## src/pdrs_pkg.sv

```systemverilog
package pdrs_pkg;

  // Clock and supply settling timing.
  localparam int unsigned CLK_PERIOD_NS    = 5;
  localparam int unsigned SUPPLY_SETTLE_NS = 100;
  localparam int unsigned SETTLE_CYC_RAW   =
    (SUPPLY_SETTLE_NS + CLK_PERIOD_NS - 1) / CLK_PERIOD_NS;
  localparam int unsigned SETTLE_CYC       = (SETTLE_CYC_RAW < 1) ? 1 : SETTLE_CYC_RAW;
  localparam int unsigned CNT_W            = 8;

  // Reset signal levels, active low.
  localparam logic RST_ON  = 1'b0;
  localparam logic RST_OFF = 1'b1;

  // Regulator enable levels.
  localparam logic REG_OFF = 1'b0;
  localparam logic REG_ON  = 1'b1;

  // Power-up flag levels.
  localparam logic FLAG_SET = 1'b1;
  localparam logic FLAG_CLR = 1'b0;

  // Power reset stages, ordered by priority.
  localparam int unsigned STG_POR  = 0;
  localparam int unsigned STG_SBC  = 1;
  localparam int unsigned STG_CORE = 2;
  localparam int unsigned STG_N    = 3;

  // Supply monitor flag positions.
  localparam int unsigned SUP_PAD_BACKUP = 0;
  localparam int unsigned SUP_PAD        = 1;
  localparam int unsigned SUP_STANDBY    = 2;
  localparam int unsigned SUP_CORE       = 3;
  localparam int unsigned SUP_N          = 4;

  // Core-voltage domains that carry user-class resets.
  localparam int unsigned DOM_STANDBY = 0;
  localparam int unsigned DOM_CORE    = 1;
  localparam int unsigned DOM_N       = 2;

  // Sequencer states.
  typedef enum logic [2:0] {
    ST_POR       = 3'h0,
    ST_STBY_RAMP = 3'h1,
    ST_SBC_ACT   = 3'h2,
    ST_CORE_RAMP = 3'h3,
    ST_CORE_ACT  = 3'h4,
    ST_RUN       = 3'h5
  } pdrs_state_e;

endpackage

```

## src/pdrs_rst_sync.sv

```systemverilog
`timescale 1ns/100ps
// Asserts asynchronously, releases after two clock edges.
module pdrs_rst_sync (
  // Clock
  input  wire logic clk_i,
  // Asynchronous reset source
  input  wire logic arst_n_i,
  // Reset with synchronous release
  output logic      rst_n_o
);

  logic meta_ff;

  always_ff @(posedge clk_i or negedge arst_n_i) begin
    if (!arst_n_i) begin
      meta_ff <= 1'b0;
      rst_n_o <= 1'b0;
    end else begin
      meta_ff <= 1'b1;
      rst_n_o <= meta_ff;
    end
  end

endmodule

```

## src/pdrs_sync2.sv

```systemverilog
`timescale 1ns/100ps
module pdrs_sync2 #(
  parameter int unsigned W = 1
) (
  // Clock and reset
  input  wire logic         clk_i,
  input  wire logic         rst_n_i,
  // Level inputs and their synchronised copies
  input  wire logic [W-1:0] d_i,
  output logic      [W-1:0] q_o
);

  logic [W-1:0] meta_ff;

  always_ff @(posedge clk_i or negedge rst_n_i) begin
    if (!rst_n_i) begin
      meta_ff <= '0;
      q_o     <= '0;
    end else begin
      meta_ff <= d_i;
      q_o     <= meta_ff;
    end
  end

endmodule

```

## src/pdrs_top.sv

```systemverilog
`timescale 1ns/100ps
// Summary of operation
// (RQ1) Each supply domain gets its own power reset; core domains also get user resets.
// (RQ2) Priority: power-on, standby-plus-core, core-only, internal application, application.
// (RQ3) An active reset also activates every lower-priority reset.
// (RQ4) Backup logic ramps standby supply and watches pad-backup and standby supplies.
// (RQ5) Standby logic ramps the core supply and supervises its level.
// (RQ6) Power-on reset clears every storage element at once, in any state.
// (RQ7) Power-on reset disables core-voltage supplies while the pad reset is active.
// (RQ8) Pin low triggers power-on reset with no arbitration and no disable.
// (RQ9) Backup reset stays active while the pin is low.
// (RQ10) After pin release start standby supply, await levels, then standby-plus-core flow.
// (RQ11) Watchdog expiry or clock failure also raise power-on reset.
// (RQ12) Checker fault or pad supply drop requests the standby-plus-core reset.
// (RQ13) Standby-plus-core reset resets both standby and core domains.
// (RQ14) During standby-plus-core reset core regulator is off, standby regulator on.
// (RQ15) Standby domain enters its reset phase at once on any enabled trigger.
// (RQ16) After the standby phase, start core supply, await level, run core-only flow.
// (RQ17) Standby-plus-core reset leaves the backup power-up flag untouched.
// (RQ18) Core-only reset enters at once; leaves when supply valid and trigger gone.
// (RQ19) Power resets act asynchronously without needing a running clock.
module pdrs_top
  import pdrs_pkg::*;
#(
  parameter int unsigned SETTLE_CYCLES = SETTLE_CYC
) (
  // Clock and reset
  input  wire logic             CORE_CLK_I,
  input  wire logic             RESET_N_I,
  // External power-on reset pin
  input  wire logic             POWER_ON_RESET_PIN_N_I,
  // Hardware exception triggers
  input  wire logic             WATCHDOG_TIMER_EXPIRY_I,
  input  wire logic             CLOCK_FAIL_I,
  // Supply fault triggers and their enables
  input  wire logic             SUPPLY_VOLTAGE_CHECKER_FAULT_I,
  input  wire logic             SUPPLY_VOLTAGE_CHECKER_EN_I,
  input  wire logic             PAD_SUPPLY_DROP_I,
  input  wire logic             PAD_SUPPLY_DROP_EN_I,
  // Core-only reset trigger from the standby domain
  input  wire logic             CORE_DOMAIN_TRIG_I,
  // Supply level monitors, high while in range
  input  wire logic             PAD_BACKUP_SUPPLY_OK_I,
  input  wire logic             PAD_SUPPLY_OK_I,
  input  wire logic             STANDBY_CORE_SUPPLY_OK_I,
  input  wire logic             CORE_DOMAIN_SUPPLY_OK_I,
  // User reset requests from the reset control logic
  input  wire logic             INT_APP_RST_REQ_I,
  input  wire logic             APP_RST_REQ_I,
  // Power-up flag clear
  input  wire logic             POR_FLAG_CLR_I,
  // Domain power resets
  output logic                  BACKUP_DOMAIN_RST_N_O,
  output logic                  STANDBY_DOMAIN_RST_N_O,
  output logic                  CORE_DOMAIN_RST_N_O,
  // User resets, index 0 standby domain, index 1 core domain
  output logic [DOM_N-1:0]      INT_APP_RST_N_O,
  output logic [DOM_N-1:0]      APP_RST_N_O,
  // Regulator enables
  output logic                  STANDBY_REGULATOR_EN_O,
  output logic                  CORE_REGULATOR_EN_O,
  // Power-up flag of the backup domain
  output logic                  POWER_ON_FLAG_O
);

  logic [STG_N-1:0] src_n;
  logic [STG_N-1:0] stg_n_s;
  logic             por_n_s;
  logic             sbc_n_s;
  logic             core_n_s;
  logic [SUP_N-1:0] sup_raw;
  logic [SUP_N-1:0] sup_ok_s;
  logic             stby_ready;
  logic             core_ok;
  logic             settled;
  pdrs_state_e      state_ff;
  pdrs_state_e      nxt_state;
  logic [CNT_W-1:0] cnt_ff;
  logic [CNT_W-1:0] nxt_cnt;
  logic             user_run;

  // (RQ8) Pin trigger, unconditional.
  // (RQ11) Hardware exceptions escalate.
  assign src_n[STG_POR] = RESET_N_I & POWER_ON_RESET_PIN_N_I
                        & ~WATCHDOG_TIMER_EXPIRY_I & ~CLOCK_FAIL_I;

  // (RQ12) Enabled supply faults.
  // (RQ2) Higher stages feed lower.
  assign src_n[STG_SBC] = src_n[STG_POR]
                        & ~(SUPPLY_VOLTAGE_CHECKER_FAULT_I & SUPPLY_VOLTAGE_CHECKER_EN_I)
                        & ~(PAD_SUPPLY_DROP_I & PAD_SUPPLY_DROP_EN_I);

  // (RQ18) Core-only trigger, no arbitration.
  // (RQ3) Cascade into lower stages.
  assign src_n[STG_CORE] = src_n[STG_SBC] & ~CORE_DOMAIN_TRIG_I;

  // (RQ19) Asynchronous assertion per stage.
  // (RQ15) Immediate entry on trigger.
  for (genvar g = 0; g < STG_N; g++) begin : g_stage
    pdrs_rst_sync u_rst_sync (
      .clk_i    (CORE_CLK_I),
      .arst_n_i (src_n[g]),
      .rst_n_o  (stg_n_s[g])
    );
  end

  assign por_n_s  = stg_n_s[STG_POR];
  assign sbc_n_s  = stg_n_s[STG_SBC];
  assign core_n_s = stg_n_s[STG_CORE];

  assign sup_raw[SUP_PAD_BACKUP] = PAD_BACKUP_SUPPLY_OK_I;
  assign sup_raw[SUP_PAD]        = PAD_SUPPLY_OK_I;
  assign sup_raw[SUP_STANDBY]    = STANDBY_CORE_SUPPLY_OK_I;
  assign sup_raw[SUP_CORE]       = CORE_DOMAIN_SUPPLY_OK_I;

  pdrs_sync2 #(
    .W (SUP_N)
  ) u_sup_sync (
    .clk_i   (CORE_CLK_I),
    .rst_n_i (por_n_s),
    .d_i     (sup_raw),
    .q_o     (sup_ok_s)
  );

  // (RQ4) Backup-domain supply watch.
  assign stby_ready = sup_ok_s[SUP_PAD_BACKUP] & sup_ok_s[SUP_PAD]
                    & sup_ok_s[SUP_STANDBY];
  // (RQ5) Core supply supervision.
  assign core_ok    = sup_ok_s[SUP_CORE];
  assign settled    = (cnt_ff == CNT_W'(SETTLE_CYCLES - 1));

  always_comb begin
    nxt_state = state_ff;
    nxt_cnt   = '0;
    unique case (state_ff)
      // (RQ10) Start standby supply after pin release.
      ST_POR: begin
        nxt_state = ST_STBY_RAMP;
      end
      // (RQ10) Wait for pad and standby levels.
      ST_STBY_RAMP: begin
        if (stby_ready) begin
          if (settled) begin
            nxt_state = ST_SBC_ACT;
          end else begin
            nxt_cnt = cnt_ff + CNT_W'(1);
          end
        end
      end
      ST_SBC_ACT: begin
        if (sbc_n_s && stby_ready) begin
          nxt_state = ST_CORE_RAMP;
        end
      end
      // (RQ16) Ramp core supply and await level.
      ST_CORE_RAMP: begin
        if (!stby_ready) begin
          nxt_state = ST_SBC_ACT;
        end else if (core_ok) begin
          if (settled) begin
            nxt_state = ST_CORE_ACT;
          end else begin
            nxt_cnt = cnt_ff + CNT_W'(1);
          end
        end
      end
      // (RQ18) Leave once supply valid and trigger released.
      ST_CORE_ACT: begin
        if (!stby_ready) begin
          nxt_state = ST_SBC_ACT;
        end else if (core_n_s && core_ok) begin
          nxt_state = ST_RUN;
        end
      end
      // (RQ5) Supply loss in operation escalates.
      ST_RUN: begin
        if (!stby_ready || !core_ok) begin
          nxt_state = ST_SBC_ACT;
        end else if (!core_n_s) begin
          nxt_state = ST_CORE_ACT;
        end
      end
      default: begin
        nxt_state = ST_POR;
      end
    endcase
    if (!sbc_n_s && state_ff != ST_POR && state_ff != ST_STBY_RAMP) begin
      nxt_state = ST_SBC_ACT;
      nxt_cnt   = '0;
    end
  end

  // (RQ6) Power-on reset clears sequencer state.
  always_ff @(posedge CORE_CLK_I or negedge por_n_s) begin
    if (!por_n_s) begin
      state_ff <= ST_POR;
      cnt_ff   <= '0;
    end else begin
      state_ff <= nxt_state;
      cnt_ff   <= nxt_cnt;
    end
  end

  // (RQ9) Backup reset follows the pin.
  always_ff @(posedge CORE_CLK_I or negedge por_n_s) begin
    if (!por_n_s) begin
      BACKUP_DOMAIN_RST_N_O <= RST_ON;
    end else begin
      BACKUP_DOMAIN_RST_N_O <= RST_OFF;
    end
  end

  // (RQ7) Core-voltage supplies off during power-on reset.
  always_ff @(posedge CORE_CLK_I or negedge por_n_s) begin
    if (!por_n_s) begin
      STANDBY_REGULATOR_EN_O <= REG_OFF;
    end else begin
      STANDBY_REGULATOR_EN_O <= (nxt_state != ST_POR);
    end
  end

  // (RQ13) Standby reset from the standby-plus-core stage, released when the core ramp starts.
  always_ff @(posedge CORE_CLK_I or negedge sbc_n_s) begin
    if (!sbc_n_s) begin
      STANDBY_DOMAIN_RST_N_O <= RST_ON;
    end else begin
      STANDBY_DOMAIN_RST_N_O <= (nxt_state == ST_CORE_RAMP) || (nxt_state == ST_CORE_ACT)
                                || (nxt_state == ST_RUN);
    end
  end

  // (RQ14) Core regulator off in standby-plus-core phase.
  always_ff @(posedge CORE_CLK_I or negedge sbc_n_s) begin
    if (!sbc_n_s) begin
      CORE_REGULATOR_EN_O <= REG_OFF;
    end else begin
      CORE_REGULATOR_EN_O <= (nxt_state == ST_CORE_RAMP) || (nxt_state == ST_RUN)
                             || ((nxt_state == ST_CORE_ACT) && core_n_s);
    end
  end

  // (RQ18) Core reset released only in operation.
  always_ff @(posedge CORE_CLK_I or negedge core_n_s) begin
    if (!core_n_s) begin
      CORE_DOMAIN_RST_N_O <= RST_ON;
    end else begin
      CORE_DOMAIN_RST_N_O <= (nxt_state == ST_RUN);
    end
  end

  assign user_run = (nxt_state == ST_RUN);

  // (RQ1) User resets for both core-voltage domains.
  // (RQ3) Power resets and internal application reset cascade down.
  for (genvar d = 0; d < DOM_N; d++) begin : g_user
    always_ff @(posedge CORE_CLK_I or negedge core_n_s) begin
      if (!core_n_s) begin
        INT_APP_RST_N_O[d] <= RST_ON;
        APP_RST_N_O[d]     <= RST_ON;
      end else begin
        INT_APP_RST_N_O[d] <= user_run & ~INT_APP_RST_REQ_I;
        APP_RST_N_O[d]     <= user_run & ~INT_APP_RST_REQ_I & ~APP_RST_REQ_I;
      end
    end
  end

  // (RQ17) Flag set only by power-on reset.
  always_ff @(posedge CORE_CLK_I or negedge por_n_s) begin
    if (!por_n_s) begin
      POWER_ON_FLAG_O <= FLAG_SET;
    end else if (POR_FLAG_CLR_I) begin
      POWER_ON_FLAG_O <= FLAG_CLR;
    end
  end
endmodule

```

## config.mk

```make
export PLATFORM = sky130hd
export DESIGN_NAME = pdrs_top
export DESIGN_NICKNAME = d
export VERILOG_FILES = /design/src/pdrs_pkg.sv /design/src/pdrs_rst_sync.sv /design/src/pdrs_sync2.sv /design/src/pdrs_top.sv
export SDC_FILE = /design/constraint.sdc
export NUM_CORES = 1
export LEC_CHECK = 0
export ABC_AREA = 1
export CAP_MARGIN = 20
export CORE_MARGIN = 4
export CORE_UTILIZATION = 60
export CTS_BUF_LIST = sky130_fd_sc_hd__clkbuf_8
export DETAILED_ROUTE_END_ITERATION = 10
export DONT_BUFFER_PORTS = 1
export HOLD_SLACK_MARGIN = 0.1
export PLACE_DENSITY_LB_ADDON = 0.12
export SKIP_CTS_REPAIR_TIMING = 1
export SYNTH_ARGS = -nofsm -noshare
export SYNTH_HDL_FRONTEND = slang
export SYNTH_HIERARCHICAL = 1
export SYNTH_SLANG_ARGS = --single-unit
```

## constraint.sdc

```tcl
create_clock -name CORE_CLK_I -period 1.1 [get_ports CORE_CLK_I]
set_clock_uncertainty 0.1 [all_clocks]
set_input_delay 0 -clock CORE_CLK_I [delete_from_list [all_inputs] [get_ports CORE_CLK_I]]
set_output_delay 0 -clock CORE_CLK_I [all_outputs]
set_load 0.02 [all_outputs]
```

# --- After elaboration in Yosys (flattened, before gate mapping) ---
# Cells that the tools add are included.
op_classes:
  add_sub_neg: 1
  eq_ne: 10
  muxes: 18
  bitwise_logic: 19
  n_reduce_logical: 16
ops:
  columns: ["op", "n"]
  rows:
  - ["8-bit two-way mux", 5]
  - ["3-bit two-way mux", 11]
  - ["3-bit one-hot mux with 6 select lines", 1]
  - ["8-bit one-hot mux with 2 select lines", 1]
  - ["1-bit AND", 12]
  - ["3-bit == test, second input constant", 4]
  - ["3-bit by 2-bit == test with 1-bit output, second input constant", 3]
  - ["8-bit by 1-bit adder with 8-bit output, second input constant", 1]
  - ["8-bit by 5-bit == test with 1-bit output, second input constant", 1]
  - ["1-bit inverter", 7]
  - ["3-bit nonzero test", 2]
  - ["1-bit logical AND", 5]
  - ["1-bit logical OR", 5]
  - ["3-bit by 1-bit == test with 1-bit output, second input constant", 1]
  - ["1-bit logical NOT", 3]
  - ["3-bit logical NOT", 1]
  - ["3-bit by 1-bit inequality test with 1-bit output, second input constant", 1]
totals:
  regBits: 33
  in_bits: 17
  output_inout_bits: 10

# --- Longest topological paths before layout ---
depth:
  ltp_word: 10
  mapped_depth: 12
  mapped_depth_nobuf: 12

# --- Modules after synthesis ---
# Netlist, hierarchy kept.
modules_own_cells:
  columns: ["module", "instances", "cells_each", "area_each_um2", "seq_area_each_um2"]
  rows:
  - ["pdrs_top", 1, 141, 1061.0, 476.7]
  - ["pdrs_sync2", 1, 8, 200.2, 200.2]
  - ["pdrs_rst_sync", 3, 3, 53.8, 50.0]

# --- Worst setup path before layout ---
# No wires, ideal clock.
synth_timing:
  kind: "register to register"
  from: "reg cnt_ff[0]"
  to: "reg CORE_REGULATOR_EN_O"
  arrival_ns: 1.319
  t_required_ns: 0.879
  setup_slack_ns: -0.440
  stages_incl_launch_ff: 11
  n_path_buf: 0
  synth_period_minus_slack_ns: 1.540
  path_cell_list: "dfrtp_1 > ha_1 > nand2_1 > nor2_1 > nand3_1 > nand2_1 > nand2_1 > o21ai_2 > inv_2 > o21ai_1 > nand2_1"
synth_via:
  elab_chain_len: 9
  elab_cells_between_ends: 14
  cone_classes: "4 x eq/ne; 7 x mux; 3 x reduce/logical"
synth_lines:
  columns: ["element", "line_no", "text"]
  rows:
  - ["start, declared", "pdrs_top.sv:78", "logic [CNT_W-1:0] cnt_ff;"]
  - ["start signal, assigned", "pdrs_top.sv:200", "cnt_ff <= nxt_cnt;"]
  - ["8-bit by 5-bit == test with 1-bit output *", "pdrs_top.sv:130", "assign settled = (cnt_ff == CNT_W'(SETTLE_CYCLES - 1));"]
  - ["3-bit two-way mux", "pdrs_top.sv:160", "if (settled) begin"]
  - ["3-bit two-way mux", "pdrs_top.sv:159", "end else if (core_ok) begin"]
  - ["3-bit two-way mux", "pdrs_top.sv:157", "if (!stby_ready) begin"]
  - ["3-bit one-hot mux with 6 select lines *", "pdrs_top.sv:135", "unique case (state_ff)"]
  - ["3-bit two-way mux *", "pdrs_top.sv:187", "if (!sbc_n_s && state_ff != ST_POR && state_ff != ST_STBY_RAMP) begin"]
  - ["named net nxt_state[0]", "pdrs_top.sv:77", "pdrs_state_e nxt_state;"]
  - ["3-bit by 2-bit == test with 1-bit output, or another cell as far along", "pdrs_top.sv:237", "CORE_REGULATOR_EN_O <= (nxt_state == ST_CORE_RAMP) || (nxt_state == ST_RUN)"]
  - ["1-bit logical OR or 1-bit logical AND (tied branches)", "pdrs_top.sv:237, pdrs_top.sv:238", null]
  - ["1-bit logical OR *", "pdrs_top.sv:238", "|| ((nxt_state == ST_CORE_ACT) && core_n_s);"]
  - ["end signal, assigned", "pdrs_top.sv:237", null]
  - ["end, declared", "pdrs_top.sv:61", "output logic CORE_REGULATOR_EN_O,"]
# The timed path passes the listed nets; every way through them passes the cells marked *.
# A chain may end at the register's enable or synchronous reset.

# --- Worst setup path in the final report ---
layout_timing:
  from: "reg cnt_ff[0]"
  to: "reg APP_RST_N_O[1]"
layout_via:
  elab_chain_len: 9
  elab_cells_between_ends: 11
  cone_classes: "2 x eq/ne; 7 x mux; 2 x bitwise"
layout_lines:
  columns: ["element", "line_no", "text"]
  rows:
  - ["8-bit by 5-bit == test with 1-bit output *", "pdrs_top.sv:130", null]
  - ["3-bit two-way mux", "pdrs_top.sv:160", null]
  - ["3-bit two-way mux", "pdrs_top.sv:159", null]
  - ["3-bit two-way mux", "pdrs_top.sv:157", null]
  - ["3-bit one-hot mux with 6 select lines *", "pdrs_top.sv:135", null]
  - ["3-bit two-way mux *", "pdrs_top.sv:187", null]
  - ["named net nxt_state[2]", "pdrs_top.sv:77", null]
  - ["3-bit == test *", "pdrs_top.sv:251", "assign user_run = (nxt_state == ST_RUN);"]
  - ["1-bit AND * (2 in series)", "pdrs_top.sv:262", "APP_RST_N_O[d] <= user_run & ~INT_APP_RST_REQ_I & ~APP_RST_REQ_I;"]
  - ["end signal, assigned by index", "pdrs_top.sv:262", null]
  - ["end, declared", "pdrs_top.sv:58", "output logic [DOM_N-1:0] APP_RST_N_O,"]
# Marks and branches as above.

==> results.tsv <==
stage	metric	value	unit
layout	fin_nets	216	
placed_design	dpl_worst_slack	-541	ps
synth	synth_fp_nets	176	
timing	period_minus_slack	1750	ps
run_status	outcome	finished with violations	
detailed_routing	wl_per_cell	18.4	µm
global_route	grt_pass1_vias	1137	
synth	synth_top_area_cell	dfrtp_1	
power	p_per_area	1300	nW/µm²
setup_path	crit_type	flip-flop to flip-flop	
clocking	clkTransAtPathRegs	70	ps
timing	rsz0062_at_grt	true	
placed_design	dp_hpwl	2060	µm
worst_hold_path	min_from	INT_APP_RST_REQ_I	
clocking	cts_sinks	33	
setup_path	path_common_cell	nand2_2	
power	p_sw_frac	0.254	
layout	fin_util	0.861	
synth	synthDistinctLibCells	26	
power	p_leak	0.926	nW
worst_hold_path	holdPathEnd	APP_RST_N_O[1]$_DFF_PN0_	
timing	period_share	1.59	
synth	ys_ff_latch	33	
power	internal_power	1.86	mW
worst_hold_path	hold_path.class	input pin to flip-flop	
timing	setup_viol	17	
timing	maxSlewViolCount	0	
clocking	clock_latency	280	ps
setup_path	arrival	1860	ps
global_route	grt_max_degree	14	
clocking	cts_tree	yes	
synth	synth.most_common_cell	dfrtp_1	
setup_path	r2r_start	cnt_ff[0]$_DFF_PN0_	
setup_path	reg2reg_to	APP_RST_N_O[1]$_DFF_PN0_	
global_route	gr-total-overflow	0	
power	total_power	2.50	mW
layout	area_delta_synth_final	35.2	%
die	coreArea	2230	µm²
layout	num_antenna_cells	0	
run_status	violations	hold timing, setup timing	
timing	tns	-9520	ps
timing	hold_ws	-327	ps
die	die_x	56.7	µm
die	initial_core_util	0.637	
clocking	clock_path_buffers	2	
worst_hold_path	hold_path_depth	1	
setup_path	critPathMaxFanout	6	
synth	async_flop_share	1.00	
timing	hold_viol	2	
placed_design	place_area	1590	µm²
setup_path	max_stage_delay	400	ps
die	io_pins	27	
detailed_routing	drc	0	
synth	postSynthCellCount	158	
layout	final_cell_area	1920	µm²
detailed_routing	num_vias	1300	
power	power.share.clock	0.377	
setup_path	slowest_stage	dfrtp_1	
power	combPwrFrac	0.102	
detailed_routing	viasPerCell	5.73	
timing	fmax	0.570	GHz
synth	netlist_area	1420	µm²
power	vdd_drop_max	1.29	mV
power	power_frac_seq	0.521	
placed_design	gp_congestion	1.01	
power	p_switching	0.635	mW
synth	synth_edf_count	0	
setup_path	endpoint_kind	flip-flop	
die	dieArea	3210	µm²
synth	synth_common_cells	dfrtp_1, nand2_1, nor2_1	
die	rows	17	
detailed_routing	drtIter0Drc	92	
global_route	grt_pass1_wl	4950	µm
clocking	h-tree-depth	2	
detailed_routing	drt_wl_total	4190	µm
synth	seq_area_frac_synth	0.581	
timing	worst_slack	-654	ps
run	max_cap_viol_count	0	
synth	synth_area_per_cell	9.00	µm²
setup_path	crit_chain	ha_4, inv_2, nor2_2, nand2_2, nor2_4, nand2_2, a21oi_4, nand2_4, nor3_2	
clocking	cts_buffers	5	
setup_path	required	1200	ps
setup_path	reg2reg_slack	-650	ps
setup_path	cp-start-kind	flip-flop	
placed_design	io_buffers	0	
synth	synth_top_area_frac	0.563	
global_route	grtUsageTotal	0.204	
global_route	grt_antenna_before_repair	0	
synth	synth_ff_type	dfrtp_1	
layout	drive_gt1_frac	0.291	
die	die_height	56.7	µm
setup_path	reg2regPathDepth	9	
synth	synth_area_leaders	dfrtp_1, nand2_1, nor2_1	
detailed_routing	drtAntennaViolNets	0	
clocking	clockRootBuffer	clkbuf_8	
detailed_routing	drt_first_pass_iters	7	
synth	synth_warnings	6	
worst max-delay path: cells and delay by family, from the launching register on:
family / cells / cell delay (ps)
compound gates: 1 / 260
fa+ha+maj: 1 / 190
buf+inv: 1 / 50
simple gates: 6 / 660
flops: 1 / 400
state kept, by name (all words and copies together) (netlist names), 3 cells and up:
name	cells
u_sup_sync/meta_ff	4
g_stage.u_rst_sync/meta_ff	3
state_ff	3
g_stage.u_rst_sync/rst_n_o	3
cnt_ff	8
u_sup_sync/q_o	4
through the flow:
step           hold slack, ps  instances
2_1_floorplan            -249        158
3_5_place_dp             -237        202
3_3_place_gp             -240        202
6_report                 -327        227
4_1_cts                  -536        210
5_1_grt                  -338        227
power by group through the flow:
stage          combinational [mW]  clock [mW]  sequential, mW
2_1_floorplan               0.100           0            1.33
3_3_place_gp                0.160           0            1.32
3_5_place_dp                0.167           0            1.32
4_1_cts                     0.171       0.933            1.30
5_1_grt                     0.275        1.00            1.31
6_report                    0.255       0.941            1.30
per-layer routing:
| layer | wire length, µm | GRT usage |
|---|---|---|
| met3 | 374 | 0.0667 |
| met5 | 0 | 0 |
| met1 | 1440 | 0.222 |
| met2 | 2230 | 0.360 |
| met4 | 136 | 0.0881 |
cell families (layout without fill, tap and decap cells):
family / Yosys count / count (layout) / share of synthesized area
fa+ha+maj: 1 / 1 / 0.00879
compound gates: 8 / 8 / 0.0396
buf+inv: 22 / 63 / 0.0633
xor+xnor: 3 / 3 / 0.0185
flops: 33 / 33 / 0.581
other cells: 4 / 4 / 0.0106
simple gates: 87 / 87 / 0.278
cell usage in the layout, fill, tap and decap left out, types with 3 or more instances in the layout:
master,instances
nand2_1,26
dlygate4sd3_1,15
nand3_1,10
inv_2,6
nor2_1,24
nand2_2,4
buf_4,19
conb_1,4
inv_1,15
o21ai_2,3
clkbuf_8,6
a21oi_1,3
nor2_4,5
dfrtp_1,31
xor2_1,3
nor2_2,3
nor3_1,4
final cells by class:
cell class	count	area, µm²
clock buffer	6	82.6
clock inverter	2	11.3
fill	95	310
inverter	20	75.1
multi-input combinational	103	587
sequential	33	828
tap	28	35.0
timing repair buffer	35	304
how the worst max path moves through the flow:
stage	from	endpoint	slack (ps)	depth (start not counted)
6_report	cnt_ff[0]$_DFF_PN0_	APP_RST_N_O[1]$_DFF_PN0_	-650	9
5_1_grt	cnt_ff[0]$_DFF_PN0_	STANDBY_DOMAIN_RST_N_O$_DFF_PN0_	-740	10
4_1_cts	cnt_ff[1]$_DFF_PN0_	APP_RST_N_O[1]$_DFF_PN0_	-590	9
3_5_place_dp	cnt_ff[1]$_DFF_PN0_	STANDBY_DOMAIN_RST_N_O$_DFF_PN0_	-540	12
3_3_place_gp	cnt_ff[1]$_DFF_PN0_	APP_RST_N_O[1]$_DFF_PN0_	-480	9
2_1_floorplan	cnt_ff[0]$_DFF_PN0_	STANDBY_DOMAIN_RST_N_O$_DFF_PN0_	-380	12
No activity file was read; power rests on OpenSTA's default activity.
